===== config.mk =====
export PLATFORM = sky130hd
export DESIGN_NAME = cardbus_pm_seq
export DESIGN_NICKNAME = d
export VERILOG_FILES = /design/src/logic/cb_pm_pkg.sv /design/src/logic/cardbus_pm_seq.sv
export VERILOG_INCLUDE_DIRS = /design/src /design/src/logic
export SDC_FILE = /design/constraint.sdc
export NUM_CORES = 1
export LEC_CHECK = 0
export ABC_CLOCK_PERIOD_IN_PS = 4300
export BUFFER_PORTS_ARGS = -buffer_cell sky130_fd_sc_hd__buf_2
export CAP_MARGIN = 25
export CORE_UTILIZATION = 45
export DETAILED_ROUTE_END_ITERATION = 16
export PLACE_DENSITY = 0.68
export SETUP_SLACK_MARGIN = 0.02
export SLEW_MARGIN = 20
export SYNTH_ARGS = -nofsm -noshare
export SYNTH_HDL_FRONTEND = slang
export SYNTH_SLANG_ARGS = --single-unit

===== constraint.sdc =====
create_clock -name clk_sys -period 4.3 [get_ports clk_sys]
set_input_delay 0.86 -clock clk_sys [delete_from_list [all_inputs] [get_ports clk_sys]]
set_output_delay 0.86 -clock clk_sys [all_outputs]
set_load 0.01 [all_outputs]

===== src/logic/cb_pm_defs.svh =====
// Notes on behaviour
// - in D2 card clock stays stopped unless the card asks for it via clock run.
// - without working clock run, card clock is off and card bus idle through D2.
// - no card functional or card status-change interrupts are delivered in D2.
// - power event output fires in D2 and D3hot only with the enable bit set.
// - card removal is still detected in D2 and D3hot.
// - socket supply is held in D2 and D3hot, except it may drop on card removal.
// - in D2 primary clock is stopped unless clock run is needed; primary bus idle.
// - no primary bus interrupts, of any style, while in D2.
// - D2 keeps all context and config space; functional context is not reachable.
// - in D2 and D3hot only type 0 config cycles to this device are claimed.
// - in D3hot the card clock is fully off whatever clock run asks.
// - in D3hot the card bus floats but card reset and card clock are driven low.
// - no interrupts on either bus in D3hot; primary clock and bus count as off.
// - D3hot keeps config readable and only power event context, while enabled.
// - in D3hot only state field, event enable and event status stay writable.
`ifndef CB_PM_DEFS_SVH
`define CB_PM_DEFS_SVH
`define PM_CSR_OFS      8'h00
`define PM_CTRL_OFS     8'h04
`define PM_STAT_OFS     8'h08
`define PM_IRQ_STAT_OFS 8'h0C
`define PM_IRQ_MASK_OFS 8'h10
`define PM_FUNC_OFS     8'h14
`define CSR_STATE_LSB   0
`define CSR_EN_BIT      8
`define CSR_STS_BIT     15
`define CTRL_CLKRUN_BIT 0
`define CTRL_VCC_BIT    1
`define CTRL_BUSEN_BIT  2
`define IRQ_REMOVE_BIT  0
`define IRQ_INSERT_BIT  1
`define IRQ_CARD_BIT    2
`define IRQ_STSCHG_BIT  3
`define IRQ_PCLK_BIT    4
`define IRQ_W           5
`define CTRL_RST        3'h0
`define FUNC_RST        32'h0000_0000
`define CARD_CLK_DIV    4
`define PCLK_LOSS_NS    2000
`define SYS_PERIOD_NS   25
`define PCLK_LOSS_CYC   ((`PCLK_LOSS_NS + `SYS_PERIOD_NS - 1) / `SYS_PERIOD_NS)
`endif


===== src/logic/cb_pm_pkg.sv =====
`default_nettype none
package cb_pm_pkg;
  typedef enum logic [1:0]
  {
    PM_D0 = 2'b00,
    PM_D1 = 2'b01,
    PM_D2 = 2'b10,
    PM_D3 = 2'b11
  } pm_state_e;
endpackage : cb_pm_pkg
`default_nettype wire


===== src/logic/cardbus_pm_seq.sv =====
`include "cb_pm_defs.svh"
`default_nettype none
module cardbus_pm_seq
  import cb_pm_pkg::*;
#(
  parameter int CLK_DIV  = `CARD_CLK_DIV,
  parameter int LOSS_CYC = `PCLK_LOSS_CYC
)
(
  // clock and reset
  input  wire logic        clk_sys,
  input  wire logic        srst,
  // register port
  input  wire logic [7:0]  regAddr,
  input  wire logic [31:0] regWdata,
  input  wire logic        regWr,
  input  wire logic        regRd,
  output logic      [31:0] regRdata,
  // primary bus
  input  wire logic        pciClk,
  input  wire logic        pciRst_n,
  input  wire logic        cycValid,
  input  wire logic        cycCfg0Self,
  output logic             cycClaim,
  output logic             pciClkStopOk,
  output logic             pciBusIdle,
  output logic             pciInt,
  output logic             pciIntOe_n,
  output logic             pmeOut,
  output logic             pmeOe_n,
  // card side
  input  wire logic        cardDetect_n,
  input  wire logic        cardClkRun,
  input  wire logic        cardIrq_n,
  input  wire logic        cardStsChg_n,
  output logic             cardClk,
  output logic             cardRst_n,
  output logic             cardBusOe_n,
  output logic             slotVccOn,
  // interrupt
  output logic             irq
);

  localparam int NSYNC = 6;
  localparam int SY_PCLK = 0;
  localparam int SY_PRST = 1;
  localparam int SY_CD   = 2;
  localparam int SY_RUN  = 3;
  localparam int SY_CIRQ = 4;
  localparam int SY_CSC  = 5;
  localparam int LW = $clog2(LOSS_CYC + 1);
  localparam int DW = $clog2(CLK_DIV + 1);

  if (CLK_DIV < 2 || (CLK_DIV % 2) != 0 || LOSS_CYC < 2)
  begin : g_bad_param
    $error("CLK_DIV must be even and at least 2, LOSS_CYC at least 2");
  end

  function automatic logic isLow(input pm_state_e s);
    isLow = (s == PM_D2) || (s == PM_D3);
  endfunction : isLow

  function automatic logic legalMove(input pm_state_e from, input pm_state_e to);
    case (from)
      PM_D0:   legalMove = 1'b1;
      PM_D1:   legalMove = 1'b1;
      PM_D2:   legalMove = (to == PM_D0) || (to == PM_D2) || (to == PM_D3);
      PM_D3:   legalMove = (to == PM_D0) || (to == PM_D3);
      default: legalMove = 1'b0;
    endcase
  endfunction : legalMove

  // pin synchronisers: a change counts once stages two and three agree
  logic [NSYNC-1:0] pinRaw;
  logic [NSYNC-1:0] pinS1;
  logic [NSYNC-1:0] pinS2;
  logic [NSYNC-1:0] pinS3;
  logic [NSYNC-1:0] pinF;
  logic [NSYNC-1:0] pinFd;

  assign pinRaw = {cardStsChg_n, cardIrq_n, cardClkRun, cardDetect_n, pciRst_n, pciClk};

  genvar gi;
  generate
    for (gi = 0; gi < NSYNC; gi++)
    begin : g_sync
      always_ff @(posedge clk_sys)
      begin
        if (srst)
        begin
          pinS1[gi] <= 1'b1;
          pinS2[gi] <= 1'b1;
          pinS3[gi] <= 1'b1;
          pinF[gi]  <= 1'b1;
          pinFd[gi] <= 1'b1;
        end
        else
        begin
          pinS1[gi] <= pinRaw[gi];
          pinS2[gi] <= pinS1[gi];
          pinS3[gi] <= pinS2[gi];
          if (pinS2[gi] == pinS3[gi])
            pinF[gi] <= pinS3[gi];
          pinFd[gi] <= pinF[gi];
        end
      end
    end
  endgenerate

  logic pciRstAct;
  logic cardPresent;
  logic cardRemoved;
  logic cardInserted;
  logic cardIrqEdge;
  logic cardStsEdge;
  logic pclkEdge;

  assign pciRstAct    = ~pinF[SY_PRST];
  assign cardPresent  = ~pinF[SY_CD];
  assign cardRemoved  = pinF[SY_CD] & ~pinFd[SY_CD];
  assign cardInserted = ~pinF[SY_CD] & pinFd[SY_CD];
  assign cardIrqEdge  = ~pinF[SY_CIRQ] & pinFd[SY_CIRQ];
  assign cardStsEdge  = ~pinF[SY_CSC] & pinFd[SY_CSC];
  assign pclkEdge     = pinF[SY_PCLK] & ~pinFd[SY_PCLK];

  // register port decode
  logic csrWr;
  logic ctrlWr;
  logic maskWr;
  logic funcWr;
  logic irqStatRd;

  assign csrWr     = regWr && (regAddr == `PM_CSR_OFS);
  assign ctrlWr    = regWr && (regAddr == `PM_CTRL_OFS);
  assign maskWr    = regWr && (regAddr == `PM_IRQ_MASK_OFS);
  assign funcWr    = regWr && (regAddr == `PM_FUNC_OFS);
  assign irqStatRd = regRd && (regAddr == `PM_IRQ_STAT_OFS);

  // power state
  pm_state_e pmState;
  pm_state_e reqState;

  assign reqState = pm_state_e'(regWdata[`CSR_STATE_LSB +: 2]);

  always_ff @(posedge clk_sys)
  begin
    if (srst || pciRstAct)
      pmState <= PM_D0;
    else if (csrWr && legalMove(pmState, reqState))
      pmState <= reqState;
  end

  logic leaveD3;
  assign leaveD3 = csrWr && (pmState == PM_D3) && (reqState == PM_D0);

  // power event context
  logic pmeEn;
  logic pmeSts;
  logic pmeEvent;

  // card events keep feeding the event even when card interrupts are held off
  assign pmeEvent = cardRemoved | cardInserted | cardStsEdge;

  always_ff @(posedge clk_sys)
  begin
    if (srst)
      pmeEn <= 1'b0;
    else if (csrWr)
      pmeEn <= regWdata[`CSR_EN_BIT];
  end

  always_ff @(posedge clk_sys)
  begin
    if (srst)
      pmeSts <= 1'b0;
    else if (pmeEvent)
      pmeSts <= 1'b1;
    else if (pmState == PM_D3 && !pmeEn)
      pmeSts <= 1'b0;
    else if (csrWr && regWdata[`CSR_STS_BIT])
      pmeSts <= 1'b0;
  end

  always_ff @(posedge clk_sys)
  begin
    if (srst)
    begin
      pmeOut  <= 1'b0;
      pmeOe_n <= 1'b1;
    end
    else
    begin
      pmeOut  <= 1'b0;
      pmeOe_n <= ~(pmeSts & pmeEn);
    end
  end

  // control and functional context; cleared when leaving D3hot
  logic [2:0]  ctrl;
  logic [31:0] funcCtx;
  logic        ctrlOk;

  // only the csr stays writable in D3hot; functional context closed in D2 too
  assign ctrlOk = (pmState != PM_D3);

  always_ff @(posedge clk_sys)
  begin
    if (srst || pciRstAct || leaveD3)
      ctrl <= `CTRL_RST;
    else if (ctrlWr && ctrlOk)
      ctrl <= regWdata[2:0];
  end

  always_ff @(posedge clk_sys)
  begin
    if (srst || pciRstAct || leaveD3)
      funcCtx <= `FUNC_RST;
    else if (funcWr && !isLow(pmState))
      funcCtx <= regWdata;
  end

  // socket supply: may change only in D0/D1, dropped on removal
  always_ff @(posedge clk_sys)
  begin
    if (srst)
      slotVccOn <= 1'b0;
    else if (cardRemoved || !cardPresent)
      slotVccOn <= 1'b0;
    else if (!isLow(pmState))
      slotVccOn <= ctrl[`CTRL_VCC_BIT];
  end

  // card clock divider, gated by state and clock run
  logic          cardClkEn;
  logic [DW-1:0] divCnt;

  always_comb
  begin
    case (pmState)
      PM_D0:   cardClkEn = 1'b1;
      PM_D1:   cardClkEn = 1'b1;
      PM_D2:   cardClkEn = ctrl[`CTRL_CLKRUN_BIT] && !pinF[SY_RUN];
      PM_D3:   cardClkEn = 1'b0;
      default: cardClkEn = 1'b0;
    endcase
  end

  always_ff @(posedge clk_sys)
  begin
    if (srst || !cardClkEn)
    begin
      divCnt  <= '0;
      cardClk <= 1'b0;
    end
    else if (divCnt == DW'(CLK_DIV / 2 - 1))
    begin
      divCnt  <= '0;
      cardClk <= ~cardClk;
    end
    else
      divCnt <= divCnt + 1'b1;
  end

  // card reset and card bus drive
  always_ff @(posedge clk_sys)
  begin
    if (srst)
    begin
      cardRst_n   <= 1'b0;
      cardBusOe_n <= 1'b1;
    end
    else
    begin
      cardRst_n   <= (pmState != PM_D3) && slotVccOn && !pciRstAct;
      // D2 parks the bus driven idle, D3hot lets it float
      cardBusOe_n <= !(slotVccOn && ctrl[`CTRL_BUSEN_BIT] && (pmState != PM_D3));
    end
  end

  // primary clock watch: edges found by sampling the pin
  logic [LW-1:0] lossCnt;
  logic          pclkAlive;
  logic          pclkLost;

  always_ff @(posedge clk_sys)
  begin
    if (srst || pclkEdge)
      lossCnt <= '0;
    else if (lossCnt != LW'(LOSS_CYC))
      lossCnt <= lossCnt + 1'b1;
  end

  assign pclkAlive = (lossCnt != LW'(LOSS_CYC));
  assign pclkLost  = (lossCnt == LW'(LOSS_CYC - 1));

  always_ff @(posedge clk_sys)
  begin
    if (srst)
    begin
      pciClkStopOk <= 1'b0;
      pciBusIdle   <= 1'b0;
    end
    else
    begin
      pciClkStopOk <= (pmState == PM_D3) || (pmState == PM_D2 && !cardClkEn);
      pciBusIdle   <= isLow(pmState);
    end
  end

  // cycle claiming
  assign cycClaim = cycValid && (!isLow(pmState) || cycCfg0Self);

  // interrupt status, mask and delivery
  logic [`IRQ_W-1:0] irqSts;
  logic [`IRQ_W-1:0] irqMask;
  logic [`IRQ_W-1:0] irqSet;

  always_comb
  begin
    irqSet = '0;
    irqSet[`IRQ_REMOVE_BIT] = cardRemoved;
    irqSet[`IRQ_INSERT_BIT] = cardInserted;
    irqSet[`IRQ_CARD_BIT]   = cardIrqEdge;
    irqSet[`IRQ_STSCHG_BIT] = cardStsEdge;
    irqSet[`IRQ_PCLK_BIT]   = pclkLost;
  end

  always_ff @(posedge clk_sys)
  begin
    if (srst || leaveD3)
      irqSts <= '0;
    else if (irqStatRd)
      irqSts <= irqSet; // set wins over read clear
    else
      irqSts <= irqSts | irqSet;
  end

  always_ff @(posedge clk_sys)
  begin
    if (srst || pciRstAct || leaveD3)
      irqMask <= '0;
    else if (maskWr && ctrlOk)
      irqMask <= regWdata[`IRQ_W-1:0];
  end

  logic irqAny;
  assign irqAny = |(irqSts & irqMask);

  always_ff @(posedge clk_sys)
  begin
    if (srst)
    begin
      irq        <= 1'b0;
      pciInt     <= 1'b0;
      pciIntOe_n <= 1'b1;
    end
    else
    begin
      // held in low states; sticky bits stay for delivery after D2, but leaving D3hot clears them
      irq        <= irqAny && !isLow(pmState);
      pciInt     <= 1'b0;
      pciIntOe_n <= !(irqAny && !isLow(pmState));
    end
  end

  // read data, one cycle after the strobe
  logic [31:0] rdMux;

  always_comb
  begin
    rdMux = '0;
    case (regAddr)
      `PM_CSR_OFS:
      begin
        rdMux[`CSR_STATE_LSB +: 2] = pmState;
        rdMux[`CSR_EN_BIT]         = pmeEn;
        rdMux[`CSR_STS_BIT]        = pmeSts;
      end
      `PM_CTRL_OFS:     rdMux[2:0] = ctrl;
      `PM_STAT_OFS:     rdMux[5:0] = {pciBusIdle, pciClkStopOk, pclkAlive,
                                      cardClkEn, slotVccOn, cardPresent};
      `PM_IRQ_STAT_OFS: rdMux[`IRQ_W-1:0] = irqSts;
      `PM_IRQ_MASK_OFS: rdMux[`IRQ_W-1:0] = irqMask;
      `PM_FUNC_OFS:     rdMux = isLow(pmState) ? 32'h0000_0000 : funcCtx;
      default:          rdMux = '0;
    endcase
  end

  always_ff @(posedge clk_sys)
  begin
    if (srst)
      regRdata <= '0;
    else
      regRdata <= regRd ? rdMux : 32'h0000_0000;
  end

endmodule : cardbus_pm_seq
`default_nettype wire


==> results.cfg, run 1 <==
[floorplan]
fp.dieArea_sq_um = 10800
die_w_microns = 104
rows = 36
start_util = 0.472
die_height_microns = 104
ios = 96
fp.coreArea_sq_um = 9910

[sta]
setup_viol = 0
skew_ns = 0.00685
period_share = 0.557
slew_violations = 0
setup_ws_ns = 1.91
fmax_mhz = 418
min_period_ns = 2.39
tightest_slew_ns = 0.900
relSlewSlack = 0.400
hold_viol = 0
setup-tns-final_ns = 0
rsz0062_at_grt = false

[setup_path]
critical_path_class = register to output pin
crit_buf_inv = 1
slowest_delay_ns = 0.67
worstPathRequired_ns = 3.44
cp_slowest_cell = dfxtp_1
crit_arrival_ns = 1.53
path_cells = a21boi_0 > buf_2
r2r_slack_ns = 2.10
cp-end-kind = output pin
path_max_fanout = 16
crit_family = flip-flops
cp-start-kind = register

[logic_synthesis]
yosys_warnings = 0
syn_area_per_cell_sq_um = 9.46
synth_most_common_cell = dfxtp_1
synthDistinctLibCells = 49
netlist_area_sq_um = 4680
synth_top_area_share = 0.547
async_flop_share = 0
synth.area.top_cells = dfxtp_1, nand2_1, a21oi_1
synth_largest_area_cell = dfxtp_1
synthTopCellsByCount = dfxtp_1, nand2_1, a21oi_1
synth_enable_flop_cells = 0
ys_seq_area_frac = 0.547
postSynthCellCount = 495
ys.flop_type = dfxtp_1
synth-seq-cells = 128

[clock_tree]
cts_buffer_depth = 2
postCtsSetupRepairBufs = 0
clk_pin_slew_ns = 0.06
cts_hold_buffers = 0
cts_num_sinks = 128
clk_latency_ns = 0.51
cts_resized = 0
htree_levels = 4
cts_tree = done
root_buffer = clkbuf_8
cts_buffers = 17

[power_and_ir_drop]
peakVddDrop_mv = 0.211
power.density_nw_per_um2 = 460
cellLeakagePower_uw = 0.00247
finalPower_uw = 2650

[finish]
final_area_sq_um = 5760
diodes = 0
fin_nets = 642
fin_util = 0.582
syn_to_final_growth_pct = 23.1
drive_gt1_frac = 0.273

[job]
cap_violations = 0

[route]
viasPerCell = 5.03
dr.pass1.iters = 7
wl_microns = 10200
post-route-drc-count = 0
drtIter0Drc = 208
ant_nets = 0
avgRoutedWirePerCell_microns = 14.0
vias = 3675

[grt]
grt-ovfl-total = 0
grt_max_degree = 41
antenna_found_initial = 0
grt_pass1_vias = 3480
grt.total_usage = 0.197
grt_pass1_wl_microns = 16700

[place]
dpl.hpwl_microns = 6850
gp_congestion = 0.808
port_buffers = 93
placed_area_sq_um = 5200
pre_cts_ws_ns = 1.52

[min_path]
hold_path_class = register to register

[status]
status = finished clean
[kinds of logic after synthesis]
| logic type | share of synthesized area |
|---|---|
| simple gates | 0.237 |
| flops | 0.547 |
| compound gates | 0.109 |
| buf+inv | 0.0417 |
| mux | 0.0326 |
| xor+xnor | 0.0150 |
| fa+ha+maj | 0.0160 |
| other cells | 0.000801 |
[path summary, 6_finish.rpt]
| path | depth (start not counted) | from | to |
|---|---|---|---|
| hold reg to reg | 1 | pinS1[1]$_SDFF_PP1_ | pinS2[1]$_SDFF_PP1_ |
| setup reg to reg | 4 | pmState[1]$_SDFFE_PP0P_ | funcCtx[21]$_SDFFE_PP0P_ |
| setup / recovery | 2 | pmState[1]$_SDFFE_PP0P_ | cycClaim |
| hold / removal | 1 | pinS1[1]$_SDFF_PP1_ | pinS2[1]$_SDFF_PP1_ |
[flip-flops by register name, summed over array words and instances (netlist names), 2 cells and up]
register  flops
ctrl          3
pinF          6
pinFd         4
funcCtx      32
regRdata     32
irqMask       5
irqSts        5
pinS3         6
pinS1         6
divCnt        3
lossCnt       7
pmState       2
pinS2         6
[through the flow]
| step | hold slack [ns] | std cells |
|---|---|---|
| 2_1_floorplan | 0.377 | 496 |
| 3_3_place_gp | 0.391 | 697 |
| 3_5_place_dp | 0.396 | 698 |
| 4_1_cts | 0.410 | 730 |
| 5_1_grt | 0.427 | 730 |
| 6_report | 0.408 | 730 |
[final cells by class]
type	instances	area, sq um
Clock buffer	18	418
Clock inverter	14	143
Fill cell	864	4150
Inverter	12	45.0
Multi-Input combinational cell	328	1930
Sequential cell	128	2560
Tap cell	133	166
Timing Repair Buffer	97	503
[power by group]
| part | switching [uW] | leakage [uW] | internal [uW] |
|---|---|---|---|
| sequential | 9.41 | 0.00104 | 1200 |
| clock | 515 | 0.000271 | 821 |
| combinational | 59.3 | 0.00117 | 44.3 |
[cell usage in the layout (no fill, tap or decap), types with 8 or more instances in the layout]
master | netlist | final
or2_2 | 21 | 21
nor2b_1 | 8 | 8
dfxtp_1 | 128 | 128
buf_2 | 4 | 93
and3_1 | 29 | 29
o21ai_0 | 13 | 13
mux2i_1 | 13 | 13
inv_1 | 12 | 12
clkbuf_16 | 0 | 16
nand2_1 | 82 | 82
a21oi_1 | 51 | 51
nor2_1 | 33 | 33
[layer usage]
layer,vias to the layer above,part of all wire,track usage
met5,-,0,0
met1,1692,0.45,0.245
met2,118,0.47,0.314
met3,19,0.062,0.0608
li1,1846,-,-
met4,0,0.019,0.0898
Power figures use the tool's default switching activity.
==> inputs of run 2 (changes only) <==
--- a/config.mk
+++ b/config.mk
@@ -6,12 +6,12 @@
 export SDC_FILE = /design/constraint.sdc
 export NUM_CORES = 1
 export LEC_CHECK = 0
-export ABC_CLOCK_PERIOD_IN_PS = 4300
+export ABC_CLOCK_PERIOD_IN_PS = 2200
 export BUFFER_PORTS_ARGS = -buffer_cell sky130_fd_sc_hd__buf_2
 export CAP_MARGIN = 25
 export CORE_UTILIZATION = 45
 export DETAILED_ROUTE_END_ITERATION = 16
-export PLACE_DENSITY = 0.68
+export PLACE_DENSITY = 0.7
 export SETUP_SLACK_MARGIN = 0.02
 export SLEW_MARGIN = 20
 export SYNTH_ARGS = -nofsm -noshare
==> constraint.sdc (replaced) <==
create_clock -name clk_sys -period 2.2 [get_ports clk_sys]
set_input_delay 0.44 -clock clk_sys [delete_from_list [all_inputs] [get_ports clk_sys]]
set_output_delay 0.44 -clock clk_sys [all_outputs]
set_load 0.01 [all_outputs]
==> run 2 against run 1 <==
Sequential power increased by 96%. Combinational power grew 110%. Die area did not move. Wire length rose by 2.4%. Core utilization increased by 1.4 points. First-iteration DRC count grew 3.4%. Largest cell class unchanged. Highest routed layer unchanged.
==> results.cfg, run 2 (synthesized netlist as in run 1, its figures left out) <==
[setup_path]
critical_path_class = register to output pin
path_max_fanout = 11
cp-start-kind = register
cp-end-kind = output pin
crit_arrival_ns = 1.41
worstPathRequired_ns = 1.76

[clock_tree]
cts_buffers = 17
clk_pin_slew_ns = 0.06
postCtsSetupRepairBufs = 0
root_buffer = clkbuf_8
cts_resized = 0
cts_tree = done
htree_levels = 4
cts_hold_buffers = 0
cts_buffer_depth = 2
clk_latency_ns = 0.51
cts_num_sinks = 128

[grt]
grt_max_degree = 30
grt-ovfl-total = 0
antenna_found_initial = 0
grt_pass1_vias = 3534
grt.total_usage = 0.201
grt_pass1_wl_microns = 17100

[route]
wl_microns = 10500
vias = 3776
viasPerCell = 5.12
drtIter0Drc = 215
dr.pass1.iters = 5
post-route-drc-count = 0
ant_nets = 0
avgRoutedWirePerCell_microns = 14.2

[floorplan]
ios = 96
fp.dieArea_sq_um = 10800
die_w_microns = 104
fp.coreArea_sq_um = 9910
rows = 36
start_util = 0.472
die_height_microns = 104

[sta]
hold_viol = 0
skew_ns = 0.00585
setup_viol = 0
period_share = 0.841
setup_ws_ns = 0.349
rsz0062_at_grt = false
min_period_ns = 1.85
relSlewSlack = 0.610
slew_violations = 0
tightest_slew_ns = 0.581
fmax_mhz = 540
setup-tns-final_ns = 0

[finish]
multiInputGateArea_sq_um = 1930
syn_to_final_growth_pct = 26.1
final_cell_mix = dfxtp_1, buf_2, nand2_1
top_regs = funcCtx x32, regRdata x32, lossCnt x7
fin_nets = 649
layout_commonest_cell = dfxtp_1
seqCellArea_sq_um = 2560
nFillCells = 816
drive_gt1_frac = 0.283
diodes = 0

[power_and_ir_drop]
switching_power_uw = 1200
cellLeakagePower_uw = 0.00254
power_frac_comb = 0.039
internal_power_uw = 4330
power_frac_seq = 0.428
p_clk_frac = 0.533
p_sw_frac = 0.216
peakVddDrop_mv = 0.478
power.density_nw_per_um2 = 936

[place]
dpl.hpwl_microns = 7340
port_buffers = 93
gp_congestion = 0.856
pre_cts_ws_ns = 0.263

[job]
cap_violations = 0

[min_path]
hold_path_class = input pin to register

[status]
status = finished clean
-- run 2: cell count changes in the layout (fill, tap and decap cells not counted), sizes merged --
cell,before,now
inv,13,17
clkinv,8,1
clkinvlp,3,4
buf,97,104
bufinv,2,4
-- run 2: final cells by class --
cell class / count / area share
clock buffer: 18 / 0.0725
clock inverter: 14 / 0.0343
inverter: 12 / 0.00763
multi-input combinational: 328 / 0.326
sequential: 128 / 0.434
tap: 133 / 0.0282
timing repair buffer: 104 / 0.0971
-- run 2: worst paths after layout --
path	startpoint	end	slack, ns	cells after the start
worst max register to register	pmState[1]$_SDFFE_PP0P_	regRdata[2]$_SDFF_PP0_	0.60	5
worst max-delay path	pmState[1]$_SDFFE_PP0P_	cycClaim	0.35	3
worst min register to register	pinS1[0]$_SDFF_PP1_	pinS2[0]$_SDFF_PP1_	0.41	1
worst min-delay path	cardClkRun	pinS1[3]$_SDFF_PP1_	0.11	2
-- run 2: worst max-delay path, cell delays in order, from the launching register on --
cell and delay (ns):
dfxtp_1 0.42, buf_4 0.23, a21boi_0 0.10, buf_2 0.15
-- run 2: routing by layer --
metal,global-route usage,part of all wire,wire (microns)
met1,0.252,0.44,4610
met2,0.319,0.47,4920
met3,0.0495,0.065,677
met4,0.103,0.025,259
met5,0,0,0
-- run 2: power groups by stage --
stage	clock [uW]	combinational (uW)	sequential, uW
2_1_floorplan	0	121	2420
3_3_place_gp	0	206	2420
3_5_place_dp	0	212	2420
4_1_cts	2990	215	2370
5_1_grt	3100	239	2370
6_report	2950	215	2370
-- run 2: stage by stage --
stage               power, uW  hold WS, ns  std cells  area (sq um)  utilization
finish                   5530        0.107        737          5900        0.596
CTS                      5570       0.0852        737          5900        0.596
detailed placement       2630        0.398        705          5270        0.532
floorplan                2540        0.377        496          4680            -
global placement         2620        0.391        705          5270        0.532
global route             5710       0.0942        737          5900        0.596
==> inputs of run 3 (changes only) <==
--- a/config.mk
+++ b/config.mk
@@ -6,12 +6,13 @@
 export SDC_FILE = /design/constraint.sdc
 export NUM_CORES = 1
 export LEC_CHECK = 0
-export ABC_CLOCK_PERIOD_IN_PS = 2200
+export ABC_AREA = 1
+export ABC_CLOCK_PERIOD_IN_PS = 1750
 export BUFFER_PORTS_ARGS = -buffer_cell sky130_fd_sc_hd__buf_2
 export CAP_MARGIN = 25
 export CORE_UTILIZATION = 45
 export DETAILED_ROUTE_END_ITERATION = 16
-export PLACE_DENSITY = 0.7
+export PLACE_DENSITY = 0.67
 export SETUP_SLACK_MARGIN = 0.02
 export SLEW_MARGIN = 20
 export SYNTH_ARGS = -nofsm -noshare
==> constraint.sdc (replaced) <==
create_clock -name clk_sys -period 1.75 [get_ports clk_sys]
set_input_delay 0.35 -clock clk_sys [delete_from_list [all_inputs] [get_ports clk_sys]]
set_output_delay 0.35 -clock clk_sys [all_outputs]
set_load 0.01 [all_outputs]
==> run 3 against run 2 <==
Worst setup slack lost 0.24 ns. Wire length shrank 5.4%. Synthesized cell count grew 19%. Global-route usage shrank 0.90 points. Die area grew 1.6%. Synthesized area grew 1.7%. Critical path depth is the same. Via count grew 6.0%. Final area grew 1.5%. Clock-buffer cell count shrank 1. Critical path type unchanged.
==> results.cfg, run 3 <==
[status]
status = finished clean

[finish]
top_regs = funcCtx x32, regRdata x32, lossCnt x7
drive_gt1_frac = 0.273
fin_nets = 758
nFillCells = 957
syn_to_final_growth_pct = 26.0
layout_commonest_cell = nand2_1
final_cell_mix = nand2_1, dfxtp_1, buf_2
diodes = 0

[floorplan]
die_height_microns = 105
ios = 96
fp.coreArea_sq_um = 10300
fp.dieArea_sq_um = 11000
start_util = 0.463
die_w_microns = 105
rows = 37

[setup_path]
crit_arrival_ns = 1.29
worstPathRequired_ns = 1.40
path_max_fanout = 7
critical_path_class = register to output pin
cp-end-kind = output pin
cp-start-kind = register

[logic_synthesis]
syn_area_per_cell_sq_um = 8.06
ys.flop_type = dfxtp_1
ys_seq_area_frac = 0.539
synthTopCellsByCount = nand2_1, dfxtp_1, nor2_1
netlist_area_sq_um = 4760
async_flop_share = 0
synth.area.top_cells = dfxtp_1, nand2_1, nor2_1
yosys_warnings = 0
synthDistinctLibCells = 34
synth_enable_flop_cells = 0
synth_most_common_cell = nand2_1
synth_largest_area_cell = dfxtp_1
synth_top_area_share = 0.539
synth-seq-cells = 128
postSynthCellCount = 590

[route]
post-route-drc-count = 0
viasPerCell = 4.72
wl_microns = 9890
drtIter0Drc = 146
ant_nets = 0
dr.pass1.iters = 5
vias = 4004
avgRoutedWirePerCell_microns = 11.6

[grt]
grt_pass1_wl_microns = 16700
antenna_found_initial = 0
grt-ovfl-total = 0
grt.total_usage = 0.192
grt_max_degree = 33
grt_pass1_vias = 3792

[power_and_ir_drop]
p_clk_frac = 0.502
p_sw_frac = 0.246
finalPower_uw = 6460
power_frac_comb = 0.038
peakVddDrop_mv = 0.610
power.density_nw_per_um2 = 1080
switching_power_uw = 1590
cellLeakagePower_uw = 0.00255
power_frac_seq = 0.460
internal_power_uw = 4870

[clock_tree]
cts_num_sinks = 128
clk_latency_ns = 0.51
clk_pin_slew_ns = 0.06
cts_tree = done
htree_levels = 4
cts_buffers = 17
cts_buffer_depth = 2
postCtsSetupRepairBufs = 0
root_buffer = clkbuf_8

[sta]
tightest_slew_ns = 0.528
rsz0062_at_grt = false
min_period_ns = 1.64
skew_ns = 0.00973
slew_violations = 0
fmax_mhz = 610
hold_viol = 0
relSlewSlack = 0.646
period_share = 0.936
setup-tns-final_ns = 0
setup_viol = 0

[job]
cap_violations = 0

[place]
dpl.hpwl_microns = 7250
gp_congestion = 0.870
port_buffers = 93

[min_path]
hold_path_class = input pin to register
[run 3: worst paths after layout]
kind	end	startpoint	depth (start not counted)	slack, ns
worst max-delay path	cycClaim	pmState[1]$_SDFFE_PP0P_	3	0.11
worst min-delay path	pinS1[4]$_SDFF_PP1_	cardIrq_n	2	0.01
worst max register to register	irqMask[4]$_SDFFE_PP0P_	pmState[0]$_SDFFE_PP0P_	6	0.36
worst min register to register	pinS2[2]$_SDFF_PP1_	pinS1[2]$_SDFF_PP1_	1	0.41
[run 3: repair_timing]
| action | 4_1_cts | 5_1_grt |
|---|---|---|
| hold buffers | 0 | 0 |
| gates resized for setup | 1 | 0 |
| setup endpoints to repair | 1 | 0 |
[run 3: metrics by stage]
step / worst slack (ns) / cell area, sq um / utilization / cells / hold slack (ns)
CTS: 0.0948 / 5990 / 0.583 / 849 / 0.00141
floorplan: 0.404 / 4760 / - / 591 / 0.389
finish: 0.112 / 5990 / 0.583 / 849 / 0.0149
global placement: 0.191 / 5440 / 0.529 / 817 / 0.392
global route: 0.0529 / 5990 / 0.583 / 849 / 0.00571
detailed placement: 0.116 / 5440 / 0.529 / 817 / 0.394
[run 3: routing by layer]
metal	vias up	wire (microns)	track usage
li1	2055	-	-
met1	1814	4600	0.232
met2	115	4650	0.325
met5	-	0	0
met4	0	181	0.0835
met3	20	459	0.0437
[run 3: power groups by stage]
stage	clock network, uW	registers, uW	logic, uW
after detailed placement	0	3040	244
after global routing	3460	2980	278
after CTS	3310	2980	246
after floorplan	0	3040	130
after global placement	0	3040	240
final	3250	2980	243
[run 3: cell type report]
| class | instances | area (sq um) | area share |
|---|---|---|---|
| clock inverter | 15 | 141 | 0.0236 |
| inverter | 64 | 240 | 0.0401 |
| tap | 136 | 170 | 0.0284 |
| multi-input combinational | 380 | 1840 | 0.307 |
| sequential | 128 | 2560 | 0.428 |
| timing repair buffer | 109 | 623 | 0.104 |
| clock buffer | 17 | 414 | 0.0691 |
[run 3: kinds of logic after synthesis]
| family | synth area share |
|---|---|
| other | 0.000788 |
| XOR/XNOR | 0.00736 |
| buffers and inverters | 0.0765 |
| adder cells (fa/ha/maj) | 0.0158 |
| flip-flops | 0.539 |
| AO/OA/AOI/OAI | 0.0920 |
| AND/OR/NAND/NOR | 0.269 |
[run 3: worst max-delay path, cell delays in order, from the launching register on]
cell and delay (ns):
dfxtp_2 0.39, inv_1 0.09, o21a_1 0.17, buf_2 0.13
